### config.mk
export PLATFORM = sky130hd
export DESIGN_NAME = sample_clock_select
export DESIGN_NICKNAME = d
export VERILOG_FILES = /design/src/sample_clock_pkg.sv /design/src/sample_clock_select.sv
export SDC_FILE = /design/constraint.sdc
export NUM_CORES = 2
export LEC_CHECK = 0
export ABC_AREA = 1
export ABC_CLOCK_PERIOD_IN_PS = 10600
export BUFFER_PORTS_ARGS = -buffer_cell sky130_fd_sc_hd__buf_2
export CORE_MARGIN = 2
export CORE_UTILIZATION = 56
export CTS_BUF_LIST = sky130_fd_sc_hd__clkbuf_8
export DETAILED_ROUTE_END_ITERATION = 7
export PLACE_DENSITY_LB_ADDON = 0.12
export RECOVER_POWER = 25
export SLEW_MARGIN = 20
export SYNTH_ARGS = -nofsm -noshare
export SYNTH_HDL_FRONTEND = slang
export SYNTH_SLANG_ARGS = --single-unit
### constraint.sdc
create_clock -name pclk -period 10.6 [get_ports pclk]
set_input_delay 0 -clock pclk [delete_from_list [all_inputs] [get_ports pclk]]
set_output_delay 0 -clock pclk [all_outputs]
set_load 0.005 [all_outputs]
### src/sample_clock_pkg.sv
// constants, register map and carrier types for the sample clock selector
// assumes a single 125 MHz clock and an apb master with 32-bit data
package sample_clock_pkg;

    // ------------------------------------------------------------
    // clock and timing
    // ------------------------------------------------------------
    localparam longint unsigned CLK_HZ = 125_000_000;
    // dds accumulator gain: increment per hz for a 40-bit phase word
    localparam logic [39:0] DDS_GAIN = 40'((64'h0000_0000_0000_0001 << 40) / CLK_HZ);
    // boundaries between rate classes, fastest first, in hz
    localparam longint unsigned CLS_HZ [7] = '{184000, 124000, 92000, 62500, 46000, 37000, 27800};
    localparam int CNT_W = 13;
    localparam logic [CNT_W-1:0] CLS_CYC [7] = '{
        CNT_W'(CLK_HZ / CLS_HZ[0]), CNT_W'(CLK_HZ / CLS_HZ[1]), CNT_W'(CLK_HZ / CLS_HZ[2]),
        CNT_W'(CLK_HZ / CLS_HZ[3]), CNT_W'(CLK_HZ / CLS_HZ[4]), CNT_W'(CLK_HZ / CLS_HZ[5]),
        CNT_W'(CLK_HZ / CLS_HZ[6])};

    // ------------------------------------------------------------
    // register map
    // ------------------------------------------------------------
    localparam logic [7:0] ADDR_CTRL  = 8'h00;
    localparam logic [7:0] ADDR_RATE  = 8'h04;
    localparam logic [7:0] ADDR_PITCH = 8'h08;
    localparam logic [7:0] ADDR_PCMD  = 8'h0c;
    localparam logic [7:0] ADDR_INPUT = 8'h10;
    localparam logic [7:0] ADDR_CUR   = 8'h14;
    localparam logic [7:0] ADDR_CSTAT = 8'h18;
    localparam logic [7:0] ADDR_IST   = 8'h1c;
    localparam logic [7:0] ADDR_ICLR  = 8'h20;
    localparam logic [7:0] ADDR_IEN   = 8'h24;

    // pitch command bits
    localparam int PC_COARSE_UP = 0;
    localparam int PC_COARSE_DN = 1;
    localparam int PC_FINE_UP   = 2;
    localparam int PC_FINE_DN   = 3;
    localparam int PC_RESET     = 4;
    localparam int PC_UP_0P1    = 5;
    localparam int PC_DN_0P1    = 6;
    localparam int PC_UP_4      = 7;
    localparam int PC_DN_4      = 8;

    // event bits
    localparam int EV_SRC  = 0;
    localparam int EV_REJ  = 1;
    localparam int EV_LOCK = 2;
    localparam int EV_MARK = 3;
    localparam int EV_N    = 4;

    // sources
    localparam logic [2:0] SRC_INT = 3'h0;

    // input states
    localparam logic [1:0] ST_NOLOCK = 2'h0;
    localparam logic [1:0] ST_LOCK   = 2'h1;
    localparam logic [1:0] ST_SYNC   = 2'h2;

    // rates and steps
    localparam logic [17:0] RATE_RST     = 18'h0_ac44;
    localparam logic [17:0] RATE_DBL_HZ  = 18'h1_5888;
    localparam logic [17:0] RATE_QUAD_HZ = 18'h2_b110;
    localparam logic signed [18:0] COARSE_HZ = 19'sh0_0032;
    localparam logic signed [18:0] FINE_HZ   = 19'sh0_0001;
    // fractions of the rate, scaled by 2^16
    localparam logic [11:0] MUL_5PCT   = 12'hccd;
    localparam logic [11:0] MUL_0P1PCT = 12'h042;
    localparam logic [11:0] MUL_4PCT   = 12'ha3d;

    // ------------------------------------------------------------
    // carriers
    // ------------------------------------------------------------
    typedef struct packed {
        logic       wck_out_en;
        logic       tms;
        logic       single_speed;
        logic       coax_pro;
        logic       opt_spdif;
        logic [2:0] src;
    } ctrl_t;
    localparam ctrl_t CTRL_RST = '{default: '0};

    typedef struct packed {
        logic        psel;
        logic        penable;
        logic        pwrite;
        logic [7:0]  paddr;
        logic [31:0] pwdata;
    } apb_req_t;

    typedef struct packed {
        logic [1:0] marker;
        logic [7:0] spdif_cs;
        logic [7:0] aes_cs;
    } rx_t;

endpackage

### src/sample_clock_select.sv
// sample clock selector: source choice with fallback, input status, dds pitch,
// word clock output and digital output format bits behind an apb slave.
// assumes pins are asynchronous to pclk; rx and stream_active come from pclk logic.
module sample_clock_select
    import sample_clock_pkg::*;
(
    input  wire logic        pclk,
    input  wire logic        presetn,
    input  wire apb_req_t    apb,
    output logic      [31:0] prdata,
    output logic             pready,
    output logic             pslverr,
    input  wire logic  [3:0] lock_pin,
    input  wire logic  [3:0] sync_pin,
    input  wire logic  [3:0] wclk_pin,
    input  wire rx_t         rx,
    input  wire logic        stream_active,
    output logic             sample_strobe,
    output logic             wck_out,
    output logic             bnc_out,
    output logic             bnc_oe,
    output logic             opt_spdif_mode,
    output logic             opt_cs_pro,
    output logic             coax_cs_pro,
    output logic       [2:0] cur_source,
    output logic             irq
);

    // ------------------------------------------------------------
    // state
    // ------------------------------------------------------------
    typedef struct packed {
        ctrl_t                     ctrl;
        logic [17:0]               rate;
        logic signed [18:0]        ofs;
        logic [39:0]               acc;
        logic [3:0][2:0]           p_lock;
        logic [3:0][2:0]           p_sync;
        logic [3:0][2:0]           p_wclk;
        logic [3:0]                lock_q;
        logic [3:0]                sync_q;
        logic [3:0]                wclk_q;
        logic [3:0][CNT_W-1:0]     per_cnt;
        logic [3:0][2:0]           cls;
        logic                      base_prev;
        logic [1:0]                div;
        logic                      wck;
        logic                      strobe;
        logic                      bnc_oe;
        logic                      opt_spdif;
        logic                      opt_pro;
        logic                      coax_pro;
        logic [2:0]                cur;
        rx_t                       cstat;
        logic [EV_N-1:0]           ist;
        logic [EV_N-1:0]           ien;
        logic                      irq;
        logic [31:0]               prdata;
        logic                      pready;
        logic                      pslverr;
    } state_t;

    state_t st;
    state_t next_st;

    // ------------------------------------------------------------
    // helpers
    // ------------------------------------------------------------
    function automatic logic [2:0] classify(input logic [CNT_W-1:0] c);
        logic [2:0] r;
        r = 3'h0;
        for (int i = 6; i >= 0; i--) begin
            if (c < CLS_CYC[i]) begin
                r = 3'(7 - i);
            end
        end
        return r;
    endfunction

    function automatic logic signed [18:0] frac(input logic [17:0] r, input logic [11:0] m);
        logic [29:0] p;
        p = 30'(r) * 30'(m);
        return $signed(19'(p >> 16));
    endfunction

    logic               setup;
    logic               access;
    logic               wr;
    logic signed [18:0] lim;
    logic signed [18:0] cand;
    logic [19:0]        freq;
    logic               master;
    logic               base;
    logic               quad;
    logic               dbl;
    logic [2:0]         sel;
    logic [2:0]         cls_now;
    logic [19:0]        in_stat;

    // ------------------------------------------------------------
    // next state
    // ------------------------------------------------------------
    always_comb begin
        next_st = st;
        setup   = apb.psel && !apb.penable;
        access  = apb.psel && apb.penable && st.pready;
        wr      = access && apb.pwrite;

        // three-stage pin synchronisers; a change counts when stages two and three agree
        for (int i = 0; i < 4; i++) begin
            next_st.p_lock[i] = {st.p_lock[i][1:0], lock_pin[i]};
            next_st.p_sync[i] = {st.p_sync[i][1:0], sync_pin[i]};
            next_st.p_wclk[i] = {st.p_wclk[i][1:0], wclk_pin[i]};
            if (st.p_lock[i][1] == st.p_lock[i][2]) begin
                next_st.lock_q[i] = st.p_lock[i][2];
            end
            if (st.p_sync[i][1] == st.p_sync[i][2]) begin
                next_st.sync_q[i] = st.p_sync[i][2];
            end
            if (st.p_wclk[i][1] == st.p_wclk[i][2]) begin
                next_st.wclk_q[i] = st.p_wclk[i][2];
            end
            // period between rising edges gives the coarse rate
            if (!st.lock_q[i]) begin
                next_st.cls[i]     = 3'h0;
                next_st.per_cnt[i] = '0;
            end else if (next_st.wclk_q[i] && !st.wclk_q[i]) begin
                next_st.cls[i]     = classify(st.per_cnt[i]);
                next_st.per_cnt[i] = '0;
            end else if (st.per_cnt[i] != '1) begin
                next_st.per_cnt[i] = st.per_cnt[i] + CNT_W'(1);
            end
        end

        // source choice with fallback in input order after the chosen one
        next_st.cur = SRC_INT;
        sel         = st.ctrl.src;
        if (sel != SRC_INT && sel <= 3'h4) begin
            if (st.lock_q[2'(sel - 3'h1)]) begin
                next_st.cur = sel;
            end else begin
                for (int k = 3; k >= 1; k--) begin
                    if (st.lock_q[2'(sel - 3'h1 + 3'(k))]) begin
                        next_st.cur = 3'(2'(sel - 3'h1 + 3'(k))) + 3'h1;
                    end
                end
            end
        end

        // dds runs at the sample rate; pitch only when the unit is master
        master = (st.cur == SRC_INT);
        freq   = master ? 20'($signed({2'b00, st.rate}) + st.ofs) : {2'b00, st.rate};
        next_st.acc = st.acc + 40'(freq * DDS_GAIN);

        // word clock: in use rate, or base rate when single speed is set
        base    = master ? st.acc[39] : st.wclk_q[2'(st.cur - 3'h1)];
        cls_now = master ? 3'h0 : st.cls[2'(st.cur - 3'h1)];
        quad    = master ? (st.rate >= RATE_QUAD_HZ) : (cls_now >= 3'h6);
        dbl     = master ? (st.rate >= RATE_DBL_HZ) : (cls_now >= 3'h4);
        next_st.base_prev = base;
        next_st.strobe    = base && !st.base_prev;
        if (base && !st.base_prev) begin
            next_st.div = st.div + 2'h1;
        end
        if (!st.ctrl.single_speed) begin
            next_st.wck = base;
        end else if (quad) begin
            next_st.wck = st.div[1];
        end else if (dbl) begin
            next_st.wck = st.div[0];
        end else begin
            next_st.wck = base;
        end

        // output format bits
        next_st.bnc_oe    = st.ctrl.wck_out_en;
        next_st.opt_spdif = st.ctrl.opt_spdif;
        next_st.opt_pro   = 1'b0;
        next_st.coax_pro  = st.ctrl.coax_pro;
        next_st.cstat     = st.ctrl.tms ? rx : '0;

        // pitch offset, clamped to five percent of the base rate
        lim  = frac(st.rate, MUL_5PCT);
        cand = st.ofs;
        if (wr && apb.paddr == ADDR_PITCH) begin
            cand = $signed(apb.pwdata[18:0]);
        end
        if (wr && apb.paddr == ADDR_PCMD) begin
            if (apb.pwdata[PC_COARSE_UP]) begin
                cand = st.ofs + COARSE_HZ;
            end else if (apb.pwdata[PC_COARSE_DN]) begin
                cand = st.ofs - COARSE_HZ;
            end else if (apb.pwdata[PC_FINE_UP]) begin
                cand = st.ofs + FINE_HZ;
            end else if (apb.pwdata[PC_FINE_DN]) begin
                cand = st.ofs - FINE_HZ;
            end else if (apb.pwdata[PC_RESET]) begin
                cand = '0;
            end else if (apb.pwdata[PC_UP_0P1]) begin
                cand = frac(st.rate, MUL_0P1PCT);
            end else if (apb.pwdata[PC_DN_0P1]) begin
                cand = -frac(st.rate, MUL_0P1PCT);
            end else if (apb.pwdata[PC_UP_4]) begin
                cand = frac(st.rate, MUL_4PCT);
            end else if (apb.pwdata[PC_DN_4]) begin
                cand = -frac(st.rate, MUL_4PCT);
            end
        end
        // clamp every cycle so a lower rate also narrows a held offset
        if (cand > lim) begin
            next_st.ofs = lim;
        end else if (cand < -lim) begin
            next_st.ofs = -lim;
        end else begin
            next_st.ofs = cand;
        end

        // register writes
        if (wr && apb.paddr == ADDR_CTRL) begin
            next_st.ctrl = ctrl_t'(apb.pwdata[7:0]);
        end
        if (wr && apb.paddr == ADDR_RATE && !stream_active) begin
            next_st.rate = apb.pwdata[17:0];
        end
        if (wr && apb.paddr == ADDR_IEN) begin
            next_st.ien = apb.pwdata[EV_N-1:0];
        end

        // sticky events; a set in the clearing cycle wins
        if (wr && apb.paddr == ADDR_ICLR) begin
            next_st.ist = st.ist & ~apb.pwdata[EV_N-1:0];
        end
        if (next_st.cur != st.cur) begin
            next_st.ist[EV_SRC] = 1'b1;
        end
        if (wr && apb.paddr == ADDR_RATE && stream_active) begin
            next_st.ist[EV_REJ] = 1'b1;
        end
        if (next_st.lock_q != st.lock_q) begin
            next_st.ist[EV_LOCK] = 1'b1;
        end
        if (st.ctrl.tms && |rx.marker) begin
            next_st.ist[EV_MARK] = 1'b1;
        end
        next_st.irq = |(st.ist & st.ien);

        // input status words: state in bits 1:0, rate class in bits 4:2
        for (int i = 0; i < 4; i++) begin
            in_stat[i*5 +: 2] = !st.lock_q[i] ? ST_NOLOCK :
                                (st.sync_q[i] ? ST_SYNC : ST_LOCK);
            in_stat[i*5+2 +: 3] = st.cls[i];
        end

        // apb: data and ready registered in setup, one access cycle, no waits
        next_st.pready  = setup;
        next_st.pslverr = 1'b0;
        next_st.prdata  = 32'h0000_0000;
        if (setup) begin
            case (apb.paddr)
                ADDR_CTRL: begin
                    next_st.prdata = {24'h00_0000, st.ctrl};
                end
                ADDR_RATE: begin
                    next_st.prdata = {14'h0000, st.rate};
                end
                ADDR_PITCH: begin
                    next_st.prdata = {{13{st.ofs[18]}}, st.ofs};
                end
                ADDR_INPUT: begin
                    next_st.prdata = {12'h000, in_stat};
                end
                ADDR_CUR: begin
                    next_st.prdata = {29'h0000_0000, st.cur};
                end
                ADDR_CSTAT: begin
                    next_st.prdata = {14'h0000, st.cstat};
                end
                ADDR_IST: begin
                    next_st.prdata = {28'h000_0000, st.ist};
                end
                ADDR_IEN: begin
                    next_st.prdata = {28'h000_0000, st.ien};
                end
                ADDR_PCMD, ADDR_ICLR: begin
                    next_st.prdata = 32'h0000_0000;
                end
                default: begin
                    next_st.pslverr = 1'b1;
                end
            endcase
        end
    end

    // ------------------------------------------------------------
    // registers
    // ------------------------------------------------------------
    always_ff @(posedge pclk or negedge presetn) begin
        if (!presetn) begin
            st      <= '0;
            st.ctrl <= CTRL_RST;
            st.rate <= RATE_RST;
        end else begin
            st <= next_st;
        end
    end

    assign prdata         = st.prdata;
    assign pready         = st.pready;
    assign pslverr        = st.pslverr;
    assign sample_strobe  = st.strobe;
    assign wck_out        = st.wck;
    assign bnc_out        = st.wck;
    assign bnc_oe         = st.bnc_oe;
    assign opt_spdif_mode = st.opt_spdif;
    assign opt_cs_pro     = st.opt_pro;
    assign coax_cs_pro    = st.coax_pro;
    assign cur_source     = st.cur;
    assign irq            = st.irq;
endmodule

=== After elaboration in Yosys (flattened, before gate mapping) ===
Cells that the tools add are included.

* Register bits after elaboration: 269
* Input port bits: 76
* Output and inout port bits: 45
* Word-level logic and storage cells: 307

* Add/sub/neg operators: 22
* Multipliers: 4
* $lt $le $gt $ge: 40
* Equality and inequality tests: 35
* Multiplexer cells: 112
* Bitwise gates (word level): 3
* Reductions and logical operators: 36

{| class="wikitable"
|+ Operators with widths
! kind !! number
|-
| 32-bit case mux with 8 select lines || 1
|-
| 19-bit two-way mux || 13
|-
| 13-bit two-way mux || 12
|-
| 3-bit two-way mux || 39
|-
| 13-bit by 10-bit < comparator with 1-bit output, second input constant || 8
|-
| 13-bit by 11-bit < comparator with 1-bit output, second input constant || 8
|-
| 13-bit by 12-bit < comparator with 1-bit output, second input constant || 8
|-
| 18-bit by 12-bit multiplier with 30-bit output, second input constant || 2
|-
| 13-bit by 1-bit adder with 13-bit output, second input constant || 4
|-
| 13-bit < comparator, second input constant || 4
|-
| 13-bit != test, second input constant || 4
|-
| 40-bit by 34-bit adder with 40-bit output || 1
|-
| 14-bit negation with 19-bit output || 2
|-
| 8-bit by 5-bit == test with 1-bit output, second input constant || 4
|-
| 20-bit by 12-bit multiplier with 32-bit output, second input constant || 1
|-
| 32-bit two-way mux || 1
|-
| 1-bit two-way mux || 29
|-
| 18-bit by 6-bit multiplier with 24-bit output, second input constant || 1
|-
| 19-bit by 19-bit adder with 20-bit output || 1
|-
| 20-bit two-way mux || 1
|-
| 19-bit by 2-bit adder with 19-bit output, second input constant || 1
|-
| 19-bit by 7-bit adder with 19-bit output, second input constant || 1
|-
| 19-bit by 15-bit greater-than comparator with 1-bit output || 1
|-
| 1-bit logical AND || 19
|-
| 36 further kinds || 86
|}

=== Logic depth before layout (Yosys ltp) ===
* Depth after elaboration: 18
* Depth in mapped cells: 56
* Depth with buffers taken out: 55

=== Least setup slack after synthesis ===
Ideal clock, no wire load.

* Path kind: register to register
* Start: register st[246] in the netlist's numbering
* End: register st[224] in the netlist's numbering
* Library setup time: 0.079 ns
* Arrival: 8.237 ns
* Required time: 10.521 ns
* Setup slack: 2.284 ns
* Stages on the path, launching flop included: 47
* Path buffers: 0
* Period minus slack after synthesis: 8.316 ns
* Path through: dfstp_2 ha_1 a21oi_1 nand2_1 a21o_1 a21oi_1 nor2_1 o21ai_0 nand2_1 nand2_1 nand2_1 a21oi_1 o21ai_0 a21boi_0 xor2_1 nand2_1 o21ai_0 inv_1 (+11 left out) nand2_1 nand2_1 nand2_1 a21boi_1 o21ai_0 a21boi_1 o21ai_0 xor2_1 ha_1 nand2_1 nor2_1 nand2_1 nor4_1 nand3_1 o2111ai_1 nand2_1 nor4_1 xor2_1

{| class="wikitable"
|+ RTL lines
! element !! line !! text
|-
| start, declared || sample_clock_select.sv:63 || <nowiki>state_t st;</nowiki>
|-
| start signal, assigned || sample_clock_select.sv:303 || <nowiki>st <= next_st;</nowiki>
|}

==> results.md <==
* Critical-path maximum fanout at 14
* Syn nets at 4993
* Vias post-DR at 28672
* Post-synth EDFFs at 0
* Synth cell types at 67
* ANT nets after route at 0
* Die height at 242 um
* Crit path depth at 41
* Final min period at 9.54 ns
* WL/cell at 18.3 um
* Status: complete, but fails checks
* Clock skew at 0.0546 ns
* Crit path launch type: flop
* Max incr delay on CP at 0.88 ns
* CTS tree: done
* Initial Utilization at 0.563
* RSZ-0062 raised after global routing: false
* DRT iter0 DRCs at 2340
* Total track usage at 0.324
* CTS sink count at 256
* Largest net degree at the start of global routing at 76
* Num CTS Buffers at 43
* Crit path required time at 11.15 ns
* Syn Area/Cell at 7.41 sq um
* DR vias/cell at 5.51
* DRC Markers at 0
* Die area at 58400 sq um
* Total global routing overflow at 0
* Max H-tree Level at 2
* Share of cells above drive strength 1 at 0.0567
* IO Pins at 121
* Worst path slowest cell: dfrtp_1
* Sequential cell area fraction in the yosys report at 0.203
* Synthesized area at 31600 sq um
* Top post-synthesis cells by count: nand2_1, inv_1, ha_1
* Initial antenna violation count at 3
* Worst Path Buf+Inv at 4
* Asr flop ratio synth at 1.00
* First-pass iteration count of the detailed router at 6
* Top cell type's share of synthesized area at 0.198
* Synth area leaders: dfrtp_1, ha_1, fa_1
* Setup Viol. Count Final at 0
* Final WL at 95.2 mm
* Die W at 242 um
* Clock latency at the later pin of the worst-skew pair at 0.65 ns
* Worst-path clk slew at 0.07 ns
* Crit-path leading delay family: compound AO/OA/AOI/OAI gates
* Worst Path Arrival at 10.09 ns
* Synth Instances at 4268
* Hold Fails Final Rpt at 0
* CTS Buffer Depth at 3
* Reg2reg path depth at 41
* Worst Hold Depth at 2
* Failing checks: capacitance limit, slew limit
* Vias in the first global route at 27247
* Yosys reg bits at 256
* Setup TNS at 0 ns
* Final #Nets at 5135
* Clk root buf: clkbuf_8
* Core box area at 56200 sq um
* Crit. End Element: flop
* CP Class: flop to flop
* Gpl congestion at 1.02
* Global-route wire length before repair at 150 mm
* # fillers at 5307
* Crit share post-route at 0.900
* Most used cell, CP: nand2_1
* Worst slew pin tran at 3.05 ns
* Worst slew margin at -1.03
* Std cell rows at 87
* I/O Buffers at 106
* DP Wirelength at 76.5 mm
* Final Max Slew Viols at 80
* Tightest Hold Check Type: input pin to flop
* Cell with the most instances after synthesis: nand2_1
* Leading area contributor after synthesis: dfrtp_1
* Ys flop type: dfrtp_1
* FMAX at 105 MHz
* Yosys warns at 0
* MaxCap Viol Count at 2
* Area Growth Syn to Fin at 8.76%
area by class of cell:
type | instances | area, sq um | area share
repair buffers | 205 | 1420 | 0.0412
diodes | 2 | 5.00 | 0.000145
inverters | 784 | 2940 | 0.0855
flip-flops and latches | 256 | 6410 | 0.186
clock inverters | 25 | 239 | 0.00695
clock buffers | 53 | 729 | 0.0212
multi-input cells | 3120 | 21700 | 0.631
well taps | 756 | 946 | 0.0275
cell usage in the layout, fill, tap and decap left out, types with 8 or more instances in the layout:
cell,instances
a211oi_1,18
a21boi_0,12
a21o_1,11
a21oi_1,257
a221oi_1,14
a31oi_1,34
buf_2,99
buf_4,36
clkbuf_1,8
clkbuf_8,53
clkinv_1,9
dfrtp_1,250
dlygate4sd3_1,62
fa_1,204
ha_1,445
inv_1,782
maj3_1,9
nand2_1,956
nand2_2,8
nand3_1,197
nand3b_1,10
nand4_1,41
nor2_1,288
nor3_1,49
nor4_1,21
o211ai_1,14
o21a_1,10
o21ai_0,264
o21ai_1,14
o21bai_1,10
o22ai_1,17
o31ai_1,13
xnor2_1,37
xor2_1,87
registers in the layout, indices dropped and copies added (netlist names), 3 cells and up:
register and count:
sel 3, prdata 21, next_st 27, in_stat 12, cur_source 3, st 182
worst paths after layout:
| kind | startpoint | end | slack, ns |
|---|---|---|---|
| max | st[247]$_DFFE_PN0P_ | st[224]$_DFF_PN0_ | 1.06 |
| min | sync_pin[1] | next_st[165]$_DFF_PN0_ | 0.06 |
| max reg2reg | st[247]$_DFFE_PN0P_ | st[224]$_DFF_PN0_ | 1.06 |
| min reg2reg | next_st[177]$_DFF_PN0_ | next_st[178]$_DFF_PN0_ | 0.34 |
| max in group asynchronous | presetn | st[235]$_DFF_PN0_ | 5.54 |
| min in group asynchronous | presetn | st[239]$_DFF_PN0_ | 1.24 |
cell families (layout without fill, tap and decap cells):
family | Yosys count | in the layout | synth area share
buffers and inverters | 892 | 1067 | 0.111
and+or+nand+nor | 1599 | 1599 | 0.210
AOI/OAI and AO/OA | 737 | 737 | 0.133
adders and majority gates | 658 | 658 | 0.308
other | 1 | 3 | 0.000119
DFF | 256 | 256 | 0.203
xor gates and xnor gates | 124 | 124 | 0.0343
muxes | 1 | 1 | 0.000356
through the flow:
step | hold WS (ns) | cells | utilization | setup slack [ns] | cell area [sq um]
floorplan | -0.296 | 4268 | - | 2.28 | 31600
global placement | 0.0171 | 5058 | 0.584 | 1.21 | 32800
CTS | 0.00354 | 5199 | 0.613 | 1.02 | 34400
global route | 0.0427 | 5201 | 0.613 | 0.00517 | 34400
detailed placement | 0.0194 | 5058 | 0.584 | 1.09 | 32800
finish | 0.0597 | 5201 | 0.613 | 1.06 | 34400
routing by layer:
layer,up-vias,global-route usage,wire [um]
met5,-,0,7
met4,2,0.114,3600
met3,192,0.0495,7590
met2,1106,0.498,41100
met1,13267,0.466,42900
li1,14105,-,-
repair_timing:
action / CTS / global route
buffers inserted: 0 / 0
setup endpoints to repair: 0 / 1
gates resized for setup: 0 / 1
endpoints found under the hold margin: 140 / 0
hold buffers: 63 / 0
Power is not shown: default switching activity piles up to over one toggle a cycle in this logic, so the estimate is an artifact.
